--- src/hdl/cux_pkg.sv ---
/*
  Constants and types shared by both ends of the data exchange link between
  the controller (host) and the two-loop temperature unit (device).
  Assumes one clock, one asynchronous active-low reset, and that the
  refresh strobe is generated by the host end.
*/
//
// Contract
// - Operation data exchanged every refresh period
// - Initialization data taken only at reset/restart
// - Operating parameters exchanged every refresh period; host reads them back only during restart
// - Host restarts unit by numbered restart bit
// - During restart outputs zero, inputs held
// - Host writes land in volatile working memory
// - Save bit rise copies loop params to nonvolatile
// - Save-completed flag set after nonvolatile write
// - Switch 8 on reloads stored params at restart
// - Autotune end writes constants into working memory
// - Host limits number of nonvolatile saves
// - Host retains init and parameter values
package cux_pkg;
  // ---------------------------------------------------------------
  // Widths and counts
  // ---------------------------------------------------------------
  localparam int unsigned NLOOP       = 2;
  localparam int unsigned WORD_W      = 16;
  localparam int unsigned UNIT_W      = 7;
  localparam logic [UNIT_W-1:0] UNIT_MAX = 7'h5E;  // Highest unit number, 94
  localparam logic [UNIT_W-1:0] UNIT_MIN = 7'h00;
  // Refresh period in cycles of the 100 MHz clock
  localparam int unsigned REFRESH_NS  = 1000;
  localparam int unsigned CLK_NS      = 10;
  localparam int unsigned REFRESH_CYC = REFRESH_NS / CLK_NS;
  localparam int unsigned REF_CNT_W   = 8;
  // Time taken by one nonvolatile write
  localparam int unsigned NV_WR_NS    = 500;
  localparam int unsigned NV_WR_CYC   = NV_WR_NS / CLK_NS;
  localparam int unsigned NV_CNT_W    = 8;
  // Restart hold time
  localparam int unsigned RESTART_NS  = 200;
  localparam int unsigned RESTART_CYC = RESTART_NS / CLK_NS;
  localparam logic [WORD_W-1:0] ZERO_VOLT = 16'h0000;
  localparam logic [WORD_W-1:0] WORD_RST  = 16'h0000;
  localparam logic [NV_CNT_W-1:0] NV_CNT_ONE = 8'h01;

  typedef logic [WORD_W-1:0] cux_word_t;

  // Operating parameters of one loop; the first four are savable
  typedef struct packed {
    cux_word_t alarm_sv;
    cux_word_t ctrl_period;
    cux_word_t prop_band;
    cux_word_t integ_time;
    cux_word_t deriv_time;
  } cux_oppar_t;

  // Initialization data of one loop
  typedef struct packed {
    cux_word_t alarm_mode;
    cux_word_t alarm_hyst;
  } cux_init_t;

  typedef enum logic [2:0] {
    CUX_RUN     = 3'b001,
    CUX_RESTART = 3'b010,
    CUX_SAVE    = 3'b100
  } cux_state_t;
endpackage : cux_pkg

--- src/hdl/cux_if.sv ---
/*
  Interface joining the host end and the device end of the exchange.
  Assumes both ends share sys_clk_i; the host drives the refresh strobe.
*/
`timescale 1ns/100ps
interface cux_if;
  import cux_pkg::*;
  logic                    refresh;            // One-cycle refresh strobe
  logic                    restart;            // Restart pulse to this unit
  // Operation data
  cux_word_t [NLOOP-1:0]   process_value;
  cux_word_t [NLOOP-1:0]   set_point;
  logic      [NLOOP-1:0]   autotune_start;
  logic      [NLOOP-1:0]   autotune_stop;
  logic      [NLOOP-1:0]   autotune_busy;
  // Initialization data and operating parameters
  cux_init_t  [NLOOP-1:0]  init_data;
  cux_oppar_t [NLOOP-1:0]  oppar_wr;
  cux_oppar_t [NLOOP-1:0]  oppar_rd;
  logic       [NLOOP-1:0]  pid_calc_flag;
  logic       [NLOOP-1:0]  save_bit;
  logic       [NLOOP-1:0]  save_done;
  logic                    restarting;

  modport host (
    output refresh, restart, set_point, autotune_start, autotune_stop,
           init_data, oppar_wr, save_bit,
    input  process_value, autotune_busy, oppar_rd, pid_calc_flag, save_done,
           restarting
  );
  modport dev (
    input  refresh, restart, set_point, autotune_start, autotune_stop,
           init_data, oppar_wr, save_bit,
    output process_value, autotune_busy, oppar_rd, pid_calc_flag, save_done,
           restarting
  );
endinterface : cux_if

--- src/hdl/cux_dev.sv ---
/*
  Device end: temperature unit exchange logic. Keeps the working memory
  of operating parameters, takes init data only at restart, saves savable
  parameters to a nonvolatile array and reloads them when switch 8 is on.
  Assumes the host end paces refreshes and restarts.
*/
`timescale 1ns/100ps
module cux_dev
  import cux_pkg::*;
(
  input  wire logic                        sys_clk_i,
  input  wire logic                        arst_n_i,
  cux_if.dev                               link,
  input  wire logic                        dip_sw8_i,
  input  wire cux_pkg::cux_word_t [NLOOP-1:0]  measured_pv_i,
  input  wire logic [NLOOP-1:0]            autotune_done_i,
  input  wire cux_pkg::cux_oppar_t [NLOOP-1:0] autotune_result_i,
  input  wire cux_pkg::cux_word_t [NLOOP-1:0]  ctrl_out_i,
  output cux_pkg::cux_word_t [NLOOP-1:0]   ctrl_out_o,
  output cux_pkg::cux_word_t [NLOOP-1:0]   set_point_o,
  output cux_pkg::cux_init_t [NLOOP-1:0]   init_data_o,
  output cux_pkg::cux_oppar_t [NLOOP-1:0]  oppar_o,
  output logic [NLOOP-1:0]                 autotune_run_o
);
  import cux_pkg::*;

  // Savable part is the first four fields; derivative time keeps its stored value
  function automatic cux_oppar_t savable(input cux_oppar_t w, input cux_oppar_t nv);
    cux_oppar_t r;
    r            = nv;
    r.alarm_sv   = w.alarm_sv;
    r.ctrl_period = w.ctrl_period;
    r.prop_band  = w.prop_band;
    r.integ_time = w.integ_time;
    return r;
  endfunction

  // ---------------------------------------------------------------
  // Restart sequencing
  // ---------------------------------------------------------------
  cux_state_t              st_q;
  logic [NV_CNT_W-1:0]     cnt_q;
  logic                    boot_q;   // Forces one restart pass after reset
  logic [NLOOP-1:0]        save_start;
  wire in_restart = (st_q == CUX_RESTART);
  wire restart_end = in_restart && (cnt_q == NV_CNT_W'(RESTART_CYC));

  always_ff @(posedge sys_clk_i or negedge arst_n_i) begin
    if (!arst_n_i) begin
      st_q   <= CUX_RUN;
      cnt_q  <= '0;
      boot_q <= 1'b1;
    end else begin
      boot_q <= 1'b0;
      unique case (st_q)
        CUX_RUN: begin
          if (link.restart || boot_q) begin
            st_q  <= CUX_RESTART;
            cnt_q <= NV_CNT_ONE;
          end else if (|save_start) begin
            st_q  <= CUX_SAVE;
            cnt_q <= NV_CNT_ONE;
          end
        end
        CUX_RESTART: begin
          cnt_q <= cnt_q + 1'b1;
          if (restart_end) st_q <= CUX_RUN;
        end
        CUX_SAVE: begin
          cnt_q <= cnt_q + 1'b1;
          if (cnt_q == NV_CNT_W'(NV_WR_CYC)) st_q <= CUX_RUN;
        end
      endcase
    end
  end
  assign link.restarting = in_restart;

  // ---------------------------------------------------------------
  // Save edge detect and nonvolatile array
  // ---------------------------------------------------------------
  logic [NLOOP-1:0]        save_prev_q;
  logic [NLOOP-1:0]        save_pend_q;
  logic [NLOOP-1:0]        done_q;
  cux_oppar_t [NLOOP-1:0]  nv_mem_q;
  cux_oppar_t [NLOOP-1:0]  work_q;
  wire nv_finish = (st_q == CUX_SAVE) && (cnt_q == NV_CNT_W'(NV_WR_CYC));
  wire [NLOOP-1:0] save_rise = link.save_bit & ~save_prev_q;

  assign save_start = save_pend_q;

  genvar g;
  generate
    for (g = 0; g < NLOOP; g++) begin : g_nv
      always_ff @(posedge sys_clk_i or negedge arst_n_i) begin
        if (!arst_n_i) begin
          save_prev_q[g] <= 1'b0;
          save_pend_q[g] <= 1'b0;
          done_q[g]      <= 1'b0;
          nv_mem_q[g]    <= '0;
        end else begin
          save_prev_q[g] <= link.save_bit[g];
          if (save_rise[g]) begin
            save_pend_q[g] <= 1'b1;
            done_q[g]      <= 1'b0;
          end else if (nv_finish && save_pend_q[g]) begin
            save_pend_q[g] <= 1'b0;
            done_q[g]      <= 1'b1;
            nv_mem_q[g]    <= savable(work_q[g], nv_mem_q[g]);
          end
        end
      end
    end
  endgenerate
  assign link.save_done = done_q;

  // ---------------------------------------------------------------
  // Working memory, init data and operation data
  // ---------------------------------------------------------------
  cux_init_t [NLOOP-1:0]  init_q;
  cux_word_t [NLOOP-1:0]  sp_q;
  cux_word_t [NLOOP-1:0]  pv_q;
  logic [NLOOP-1:0]       at_q;
  logic [NLOOP-1:0]       calc_q;

  generate
    for (g = 0; g < NLOOP; g++) begin : g_work
      always_ff @(posedge sys_clk_i or negedge arst_n_i) begin
        if (!arst_n_i) begin
          init_q[g] <= '0;
          sp_q[g]   <= WORD_RST;
          pv_q[g]   <= WORD_RST;
          at_q[g]   <= 1'b0;
          calc_q[g] <= 1'b0;
          work_q[g] <= '0;
        end else if (in_restart) begin
          init_q[g] <= link.init_data[g];
          at_q[g]   <= 1'b0;
          if (dip_sw8_i) begin
            work_q[g] <= nv_mem_q[g];
            calc_q[g] <= 1'b0;
          end
        end else begin
          if (autotune_done_i[g] && at_q[g]) begin
            work_q[g].prop_band  <= autotune_result_i[g].prop_band;
            work_q[g].integ_time <= autotune_result_i[g].integ_time;
            work_q[g].deriv_time <= autotune_result_i[g].deriv_time;
            calc_q[g] <= 1'b1;
            at_q[g]   <= 1'b0;
          end else if (link.refresh) begin
            sp_q[g] <= link.set_point[g];
            pv_q[g] <= measured_pv_i[g];
            // Stop wins over start when both arrive together
            if (link.autotune_stop[g])       at_q[g] <= 1'b0;
            else if (link.autotune_start[g]) at_q[g] <= 1'b1;
            work_q[g].alarm_sv    <= link.oppar_wr[g].alarm_sv;
            work_q[g].ctrl_period <= link.oppar_wr[g].ctrl_period;
            if (!calc_q[g]) begin
              work_q[g].prop_band  <= link.oppar_wr[g].prop_band;
              work_q[g].integ_time <= link.oppar_wr[g].integ_time;
              work_q[g].deriv_time <= link.oppar_wr[g].deriv_time;
            end
          end
        end
      end
      // Inputs stay frozen through restart since pv_q only moves outside restart, in run or save
      assign ctrl_out_o[g] = in_restart ? ZERO_VOLT : ctrl_out_i[g];
    end
  endgenerate

  assign link.process_value = pv_q;
  assign link.oppar_rd      = work_q;
  assign link.pid_calc_flag = calc_q;
  assign link.autotune_busy = at_q;
  assign set_point_o        = sp_q;
  assign init_data_o        = init_q;
  assign oppar_o            = work_q;
  assign autotune_run_o     = at_q;
endmodule : cux_dev

--- src/flat_wrapper.sv ---
// flat-port wrapper written by rule: the top's interface ports become plain ports
module cux_dev_flat import cux_pkg::*;
  (sys_clk_i, arst_n_i, dip_sw8_i, measured_pv_i, autotune_done_i, autotune_result_i, ctrl_out_i, ctrl_out_o, set_point_o, init_data_o, oppar_o, autotune_run_o, link_refresh, link_restart, link_set_point, link_autotune_start, link_autotune_stop, link_init_data, link_oppar_wr, link_save_bit, link_process_value, link_autotune_busy, link_oppar_rd, link_pid_calc_flag, link_save_done, link_restarting);
  cux_if link_i ();
  input  wire logic sys_clk_i;
  input  wire logic arst_n_i;
  input  wire logic dip_sw8_i;
  input  wire cux_pkg::cux_word_t [NLOOP-1:0] measured_pv_i;
  input  wire logic [NLOOP-1:0] autotune_done_i;
  input  wire cux_pkg::cux_oppar_t [NLOOP-1:0] autotune_result_i;
  input  wire cux_pkg::cux_word_t [NLOOP-1:0] ctrl_out_i;
  output cux_pkg::cux_word_t [NLOOP-1:0] ctrl_out_o;
  output cux_pkg::cux_word_t [NLOOP-1:0] set_point_o;
  output cux_pkg::cux_init_t [NLOOP-1:0] init_data_o;
  output cux_pkg::cux_oppar_t [NLOOP-1:0] oppar_o;
  output logic [NLOOP-1:0] autotune_run_o;
  input wire logic [$bits(link_i.refresh)-1:0] link_refresh;
  input wire logic [$bits(link_i.restart)-1:0] link_restart;
  input wire logic [$bits(link_i.set_point)-1:0] link_set_point;
  input wire logic [$bits(link_i.autotune_start)-1:0] link_autotune_start;
  input wire logic [$bits(link_i.autotune_stop)-1:0] link_autotune_stop;
  input wire logic [$bits(link_i.init_data)-1:0] link_init_data;
  input wire logic [$bits(link_i.oppar_wr)-1:0] link_oppar_wr;
  input wire logic [$bits(link_i.save_bit)-1:0] link_save_bit;
  output wire logic [$bits(link_i.process_value)-1:0] link_process_value;
  output wire logic [$bits(link_i.autotune_busy)-1:0] link_autotune_busy;
  output wire logic [$bits(link_i.oppar_rd)-1:0] link_oppar_rd;
  output wire logic [$bits(link_i.pid_calc_flag)-1:0] link_pid_calc_flag;
  output wire logic [$bits(link_i.save_done)-1:0] link_save_done;
  output wire logic [$bits(link_i.restarting)-1:0] link_restarting;
  assign link_i.refresh = link_refresh;
  assign link_i.restart = link_restart;
  assign link_i.set_point = link_set_point;
  assign link_i.autotune_start = link_autotune_start;
  assign link_i.autotune_stop = link_autotune_stop;
  assign link_i.init_data = link_init_data;
  assign link_i.oppar_wr = link_oppar_wr;
  assign link_i.save_bit = link_save_bit;
  assign link_process_value = link_i.process_value;
  assign link_autotune_busy = link_i.autotune_busy;
  assign link_oppar_rd = link_i.oppar_rd;
  assign link_pid_calc_flag = link_i.pid_calc_flag;
  assign link_save_done = link_i.save_done;
  assign link_restarting = link_i.restarting;
  cux_dev u_core (.sys_clk_i(sys_clk_i), .arst_n_i(arst_n_i), .link(link_i), .dip_sw8_i(dip_sw8_i), .measured_pv_i(measured_pv_i), .autotune_done_i(autotune_done_i), .autotune_result_i(autotune_result_i), .ctrl_out_i(ctrl_out_i), .ctrl_out_o(ctrl_out_o), .set_point_o(set_point_o), .init_data_o(init_data_o), .oppar_o(oppar_o), .autotune_run_o(autotune_run_o));
endmodule
--- config.mk ---
export PLATFORM = sky130hd
export DESIGN_NAME = cux_dev_flat
export DESIGN_NICKNAME = d
export VERILOG_FILES = /design/src/hdl/cux_pkg.sv /design/src/hdl/cux_if.sv /design/src/hdl/cux_dev.sv /design/src/flat_wrapper.sv
export SDC_FILE = /design/constraint.sdc
export NUM_CORES = 1
export LEC_CHECK = 0
export BUFFER_PORTS_ARGS = -buffer_cell sky130_fd_sc_hd__clkbuf_2
export CORE_AREA = 2 2 379 381
export DETAILED_ROUTE_END_ITERATION = 16
export DIE_AREA = 0 0 381 383
export PLACE_DENSITY = 0.43
export SYNTH_ARGS = -nofsm -noshare
export SYNTH_HDL_FRONTEND = slang
export SYNTH_SLANG_ARGS = --single-unit
--- constraint.sdc ---
create_clock -name sys_clk_i -period 5.6 [get_ports sys_clk_i]
set_clock_uncertainty 0.2 [all_clocks]
set_input_delay 0.28 -clock sys_clk_i [delete_from_list [all_inputs] [get_ports sys_clk_i]]
set_output_delay 0.28 -clock sys_clk_i [all_outputs]
set_load 0.02 [all_outputs]
# == Yosys cells after proc, flatten, opt, wreduce, memory -nomap -nowiden ==
# Index checks and enable logic that the tools add are counted.
# word_totals
reg_bits,438
in_bits,493
wordCells,136
# classes
n_addsub,1
n_eq_ne,13
mux,45
bitwise,7
n_reduce_logical,31
# ops
op,n
$mux W80,6
$mux W48,4
$mux W32,2
$mux W16,2
$mux W1,23
$reduce_and A3 Y1,7
$mux W8,2
$pmux W8 S2,1
$mux W3,4
$reduce_and A2 Y1,6
$reduce_bool A2 Y1,5
$pmux W3 S3,1
$add A8 B1 Y8 const B,1
$eq A8 B5 Y1 const B,1
$eq A8 B6 Y1 const B,1
$reduce_bool A4 Y1,2
$logic_and A1 B1 Y1,6
$ne A2 B1 Y1 const B,3
$ne A3 B2 Y1 const B,2
$reduce_bool A3 Y1,2
$not A1 Y1,5
$ne A2 B2 Y1 const B,2
$reduce_or A2 Y1,2
$eq A3 B1 Y1 const B,1
6 further kinds,6

# == Longest topological paths before layout ==
# Gate-level depths: netlist of the first run.
# logic_depth
word_depth,5
depth_mapped,9

# == Worst setup path before layout of the first run ==
# Ideal clock, no wire load.
# synth_path
path_type,register to register
start,reg u_core.cnt_q[3]
end,reg u_core.nv_mem_q[100] (netlist name)
setup_time_ns,0.125
arrival_time_ns,1.783
required_time_ns,5.275
setup_slack_ns,3.493
stages_incl_launch_ff,7
path_buffers,2
period_less_slack_ns,2.107
cell_sequence,dfrtp_1 > nor4b_2 > nand4_1 > nor2_1 > buf_2 > buf_4 > mux2_2
# synth_via
elab_chain_len,4
# synth_lines
element,line,rtl
from (decl),cux_dev.sv:42,logic [NV_CNT_W-1:0] cnt_q;
from (signal assigned),cux_dev.sv:66,cnt_q <= cnt_q + 1'b1;
from (signal assigned),cux_dev.sv:70,cnt_q <= cnt_q + 1'b1;
$eq A8 B6 Y1,cux_dev.sv:86,wire nv_finish = (st_q == CUX_SAVE) && (cnt_q == NV_CNT_W'(NV_WR_CYC));
$logic_and A1 B1 Y1,cux_dev.sv:86,
$logic_and A1 B1 Y1,cux_dev.sv:105,end else if (nv_finish && save_pend_q[g]) begin
$reduce_and A2 Y1 (no line),--,
"to (signal, indexed assignment)",cux_dev.sv:108,"nv_mem_q[g] <= savable(work_q[g], nv_mem_q[g]);"
to (decl),cux_dev.sv:84,cux_oppar_t [NLOOP-1:0] nv_mem_q;
# No other way between the ends.
# A chain may end at the register's enable or synchronous reset.

# == Worst setup path in the final report of the first run ==
# layout_path
start,reg u_core.st_q[2]
end,"reg u_core.work_q, in the netlist u_core.link.oppar_rd[46]"
# layout_via
elab_chain_len,3
elab_cells_between_ends,6
classes_between,3 x eq/ne; 1 x mux; 2 x reduce/logical
# layout_lines
element,line,rtl
from (decl),cux_dev.sv:41,cux_state_t st_q;
from (signal assigned),cux_dev.sv:50,st_q <= CUX_RUN;
from (signal assigned),cux_dev.sv:58,st_q <= CUX_RESTART;
from (signal assigned),cux_dev.sv:61,st_q <= CUX_SAVE;
$eq A3 B2 Y1 *,cux_dev.sv:45,wire in_restart = (st_q == CUX_RESTART);
"$ne A3 B2 Y1 (no line), or another cell as far along",--,
$reduce_and A3 Y1 (no line),--,
"to (signal, indexed assignment)",cux_dev.sv:139,work_q[g] <= nv_mem_q[g];
to (decl),cux_dev.sv:85,cux_oppar_t [NLOOP-1:0] work_q;
# Mark *: on every way between the ends. The rest lies on a longest branch, timed or not.

==> results of run 1 <==
-- path summary, 6_finish.rpt --
kind | from | to | slack [ps]
min | arst_n_i | u_core.set_point_o[3]$_DFFE_PN0P_ | 20
min reg2reg | u_core.init_data_o[29]$_DFFE_PN0N_ | u_core.init_data_o[29]$_DFFE_PN0N_ | 270
min in group sys_clk_i | autotune_result_i[119] | u_core.link.oppar_rd[119]$_DFFE_PN0P_ | 80
max reg2reg | u_core.st_q[2]$_DFFE_PN0P_ | u_core.link.oppar_rd[46]$_DFFE_PN0P_ | 2170
max | u_core.st_q[2]$_DFFE_PN0P_ | u_core.link.oppar_rd[46]$_DFFE_PN0P_ | 2170
max in group asynchronous | arst_n_i | u_core.init_data_o[31]$_DFFE_PN0N_ | 3830
-- logic make-up (layout without fill, tap and decap cells) --
family                   after synthesis  in the layout  synth area share (%)
AO/OA/AOI/OAI                        252            252                 9.318
XOR/XNOR                               1              1               0.04468
adder cells (fa/ha/maj)                3              3                0.1915
buffers and inverters                286           1429                 9.343
flip-flops                           438            438                 55.92
multiplexers                         226            226                 12.76
other                                  1             12               0.01913
AND/OR/NAND/NOR                      564            564                 12.40
-- registers in the layout, indices dropped and copies added, names as in the netlist --
signal / flops
u_core.nv_mem_q: 128
u_core.set_point_o: 32
u_core.link.save_done: 2
u_core.st_q: 3
u_core.boot_q: 1
u_core.save_prev_q: 2
u_core.init_data_o: 64
u_core.cnt_q: 8
u_core.autotune_run_o: 2
u_core.link.pid_calc_flag: 2
u_core.link.process_value: 32
u_core.link.oppar_rd: 160
u_core.save_pend_q: 2
-- final cells by class --
class | count | area share, %
Clock inverter | 15 | 0.6320
Tap cell | 1903 | 7.709
Multi-Input combinational cell | 1047 | 22.26
Clock buffer | 81 | 5.425
Timing Repair Buffer | 1330 | 28.33
Sequential cell | 438 | 35.50
Inverter | 3 | 0.05267
Antenna cell | 11 | 0.08913
-- synth_stat cells (all sizes together) (4+ instances only) --
master | number | area, um2
a21oi | 71 | 355.3
a221o | 32 | 320.3
and2 | 35 | 221.5
and3 | 4 | 25.02
buf | 231 | 1625
clkbuf | 52 | 195.2
dfrtp | 436 | 10910
mux2 | 192 | 2162
mux2i | 34 | 340.3
nand2 | 333 | 1252
nand3 | 101 | 515.5
nor2 | 71 | 266.5
nor3 | 4 | 20.02
o21ai | 9 | 45.04
o221a | 32 | 360.4
o22ai | 64 | 400.4
o31ai | 34 | 260.3
-- repair_timing --
item	CTS	global route
endpoints found under the hold margin	386	0
gates resized for setup	0	0
hold buffers	390	0
-- critical path, stage by stage (launching register included) --
cell	delay, ps
dfrtp_1	430
or3b_4	560
inv_6	470
o31ai_4	240
buf_12	220
a221o_1	450
dlygate4sd3_1	570
-- through the flow --
step | instance area [um2] | util, % | setup slack [ps]
2_1_floorplan | 19610 | - | 3493
3_3_place_gp | 25080 | 17.63 | 2275
3_5_place_dp | 25080 | 17.63 | 2271
4_1_cts | 30860 | 21.69 | 2167
5_1_grt | 30860 | 21.70 | 2011
6_report | 30880 | 21.71 | 2170
-- layout by cell type, fill, tap and decap left out, drive strengths merged, types with 4 or more instances in the layout --
cell and instances:
o221a 32, diode 11, clkinv 9, and3 4, mux2 192, nor3 4, and2 35, o22ai 64
a21oi 71, dfrtp 436, inv 4, nor2 71, nand3 101, a221o 32, buf 24, nand2 333
clkbuf 997, mux2i 34, o31ai 34, dlygate4sd3 390, o21ai 9
-- power by group through the flow --
stage	registers [mW]	logic, mW	clock network (mW)
finish	5.31	8.18	3.69
global route	5.46	8.77	3.97
CTS	5.33	8.29	3.84
detailed placement	5.38	7.79	0
global placement	5.32	7.79	0
floorplan	6.22	4.21	0
-- layer usage --
| metal | vias up | track usage, % | part of all wire (%) | wire length, um |
|---|---|---|---|---|
| li1 | 8224 | - | - | - |
| met1 | 8776 | 15.62 | 45 | 39280 |
| met2 | 667 | 18.06 | 45 | 39870 |
| met3 | 121 | 2.590 | 6.5 | 5734 |
| met4 | 14 | 3.667 | 2.9 | 2561 |
| met5 | - | 0.6614 | 0.25 | 219 |
==> flow_summary.ini, run 1 <==
[outcome]
status = complete, no violations

[floorplanning]
start_util_pct = 13.78
rows = 139
die_y_um = 383
die-area_um2 = 145900
num_io_pins = 982
coreArea_um2 = 142300
die_w_um = 381

[synthesis]
synthFlopType = dfrtp_1
netlist_area_um2 = 19610
synth_seq_cells = 438
synth_seq_area_share_pct = 55.92
synth.distinct_cells = 48
synth_nets = 2267
syn_inst = 1771
synth_edf_count = 0
yosys_warnings = 0
synth.avg_cell_area_um2 = 11.07
async_flop_share_pct = 100.0

[setup_path]
critPathRequiredTime_ps = 5910
r2r_cells = 6
critPathKind = register to register
start_kind = register
crit_fanout = 57
cp.arrival_ps = 3740
end_kind = register

[routing]
avgRoutedWirePerCell_um = 18.16
wirelength_um = 87660
viasPerCell = 3.687
drc = 0
ant_nets = 0
drtIter0Drc = 916
num_vias = 17800
firstDrtPassIters = 5

[pwr]
pwr-share-seq_pct = 30.9
p_int_mw = 9.296
power_frac_clock_pct = 21.5
total_power_mw = 17.18
leakagePower_nw = 15.06
switching_share_pct = 45.90
vdd_drop_max_mv = 0.5705
p_comb_share_pct = 47.6
p_sw_mw = 7.887
powerDensity_nw_per_um2 = 556.4

[sta]
min_period_ps = 3430
setup_viol = 0
maxSlewViolCount = 0
max_slew.worst_pin.slew_ps = 1009
holdWs_ps = 22.68
min_period_over_period_pct = 61.25
rsz0062_at_grt = false
hold_viol_final = 0
finalSetupTns_ps = 0
relSlewSlack_pct = 32.70
fmax_mhz = 291.6

[global_route]
grt_pass1_vias = 17610
overflow = 0
grt_pass1_wl_um = 124700
grt_usage_pct = 11.53
antenna_found_initial = 21
grt_max_degree = 123

[placement]
hpwl_um = 65190
dp.cells = 4331
port_buffers = 917
gp_congestion = 0.8211

[final_layout]
syn_to_final_growth_pct = 57.53
drive_gt1_share_pct = 43.62
fin_nets = 3371
multi_input_area_um2 = 6875
fin_cells = 4828
fillers = 15680
seqCellArea_um2 = 10960

[clocking]
cts_htree_levels = 2
post-cts-setup-buffers = 0
clock_latency_ps = 630
cts_sinks = 438
clockBufferDepth = 3
cts_buffers = 55
cts-root-buf = clkbuf_16
cts_tree = yes
clk_pin_slew_ps = 60

[flow_run]
cap_viol_max_count = 0

[min_path]
hp-class = input pin to asynchronous set/reset pin
No activity file was read; power rests on OpenSTA's default activity.
==> run 2, diff against run 1 <==
clock period = 3.5 ns   (was 5.6 ns; I/O delays follow)
==> run 2 against run 1 <==
Compared with the run above:
- sequential cell count did not move
- sequential share of layout area fell by 0.45 points
- first-iteration DRC count fell by 13%
- critical path depth fell by 1
- worst hold slack improved by 8.1 ps
- final area rose by 1.3%
- die area did not move
- global-route usage rose by 0.15 points
- register-to-register slack got worse by 1700 ps
- via count rose by 0.65%
- clock power rose by 57%
- non-clock buffer count rose by 42
==> flow_summary.ini, run 2 (synthesis gave the netlist of run 1 again) <==
[final_layout]
fin_nets = 3413
layout_commonest_cell = clkbuf_2
fin_cells = 4873
fillers = 15630
mostFrequentLayoutCells = clkbuf_2, dfrtp_1, dlygate4sd3_1
largest_reg_flops = 160
drive_gt1_share_pct = 43.79
syn_to_final_growth_pct = 59.57

[global_route]
grt.met1_usage_pct = 15.46
global_route.usage.met3_pct = 3.092
grt_pass1_vias = 18030
overflow = 0
met2_usage_pct = 18.31
grt_pass1_wl_um = 126400
grt.busiest_layer = met2
grt_max_degree = 118
antenna_found_initial = 24
grt_usage_pct = 11.68

[setup_path]
critPathRequiredTime_ps = 3120
crit_fanout = 105
cp.arrival_ps = 2860
critPathKind = register to output port
slowest_delay_ps = 650
path_buf_inv = 3
end_kind = output port
path_cells = or3b_4 > buf_12 > buf_4 > and2_1 > clkbuf_2
cp_slowest_cell = dfstp_2
path_delay_family = buffers and inverters
start_kind = register

[floorplanning]
die_y_um = 383
rows = 139
start_util_pct = 13.78
die-area_um2 = 145900
num_io_pins = 982
die_w_um = 381
coreArea_um2 = 142300

[clocking]
cts-resized-gates = 0
clk_pin_slew_ps = 60
cts-root-buf = clkbuf_16
cts_tree = yes
cts_htree_levels = 2
clockBufferDepth = 3
cts_buffers = 55
cts_sinks = 438
clock_latency_ps = 640

[routing]
num_vias = 17920
ant_nets = 0
avgRoutedWirePerCell_um = 18.24
wirelength_um = 88890
drc = 0
viasPerCell = 3.677
drtIter0Drc = 797
firstDrtPassIters = 4

[sta]
fmax_mhz = 309.6
maxSlewViolCount = 0
hold_viol_final = 0
setup_viol = 0
min_period_over_period_pct = 92.29
max_slew.worst_pin.slew_ps = 985.9
relSlewSlack_pct = 34.06
min_period_ps = 3230
rsz0062_at_grt = false
finalSetupTns_ps = 0

[outcome]
status = complete, no violations

[flow_run]
cap_viol_max_count = 0

[pwr]
vdd_drop_max_mv = 0.5073
powerDensity_nw_per_um2 = 879.9
leakagePower_nw = 15.26

[placement]
port_buffers = 917
hpwl_um = 66960
gp_congestion = 0.8200
dp.cells = 4362

[min_path]
hp-class = input pin to register
run 2: layout make-up:
cell class / count / area [um2] / area share (%)
inverters: 3 / 16.27 / 0.05199
diodes: 13 / 32.53 / 0.1040
well taps: 1903 / 2381 / 7.611
flip-flops and latches: 438 / 10960 / 35.04
clock buffers: 82 / 1609 / 5.143
repair buffers: 1372 / 9206 / 29.43
multi-input cells: 1047 / 6875 / 21.98
clock inverters: 15 / 200.2 / 0.6399
run 2: power by group:
part           internal, mW  total [mW]  switching, mW
registers              6.78        8.52           1.74
logic                  4.70        13.2           8.52
clock network          3.39        5.79           2.40
run 2: repair_timing:
| action | CTS | global route |
|---|---|---|
| hold buffers | 401 | 0 |
| setup buffers | 0 | 0 |
| endpoints found under the hold margin | 523 | 0 |
run 2: worst paths after layout:
| path | startpoint | endpoint | slack, ps | cells after the start |
|---|---|---|---|---|
| max | u_core.st_q[0]$_DFFE_PN1P_ | ctrl_out_o[16] | 270 | 5 |
| min | link_refresh | u_core.link.oppar_rd[57]$_DFFE_PN0P_ | 30 | 3 |
| max reg2reg | u_core.st_q[2]$_DFFE_PN0P_ | u_core.link.oppar_rd[32]$_DFFE_PN0P_ | 430 | 7 |
| min reg2reg | u_core.init_data_o[1]$_DFFE_PN0N_ | u_core.init_data_o[1]$_DFFE_PN0N_ | 270 | 2 |
| max in group asynchronous | arst_n_i | u_core.set_point_o[8]$_DFFE_PN0P_ | 790 | 4 |
| min in group asynchronous | arst_n_i | u_core.set_point_o[0]$_DFFE_PN0P_ | 520 | 3 |
run 2: metrics by stage:
stage	power, mW	setup slack [ps]	utilization, %	instance area [um2]	hold WS [ps]
after floorplan	16.70	1393	-	19610	-320.6
after global placement	21.10	676.0	17.87	25430	81.44
after detailed placement	21.19	632.8	17.87	25430	82.28
after CTS	27.95	168.2	21.97	31250	0.2704
after global routing	29.15	94.54	21.97	31260	32.22
final	27.53	270.0	21.99	31280	30.75
run 2: per-layer routing:
metal / wire length [um] / part of all wire (%)
met1: 39210 / 44
met2: 39910 / 45
met3: 6802 / 7.7
met4: 2903 / 3.3
met5: 74 / 0.083
run 2: tightest hold or removal path, stage by stage:
cell and delay [ps]:
clkbuf_2 190, nand3_4 310, a21oi_1 110
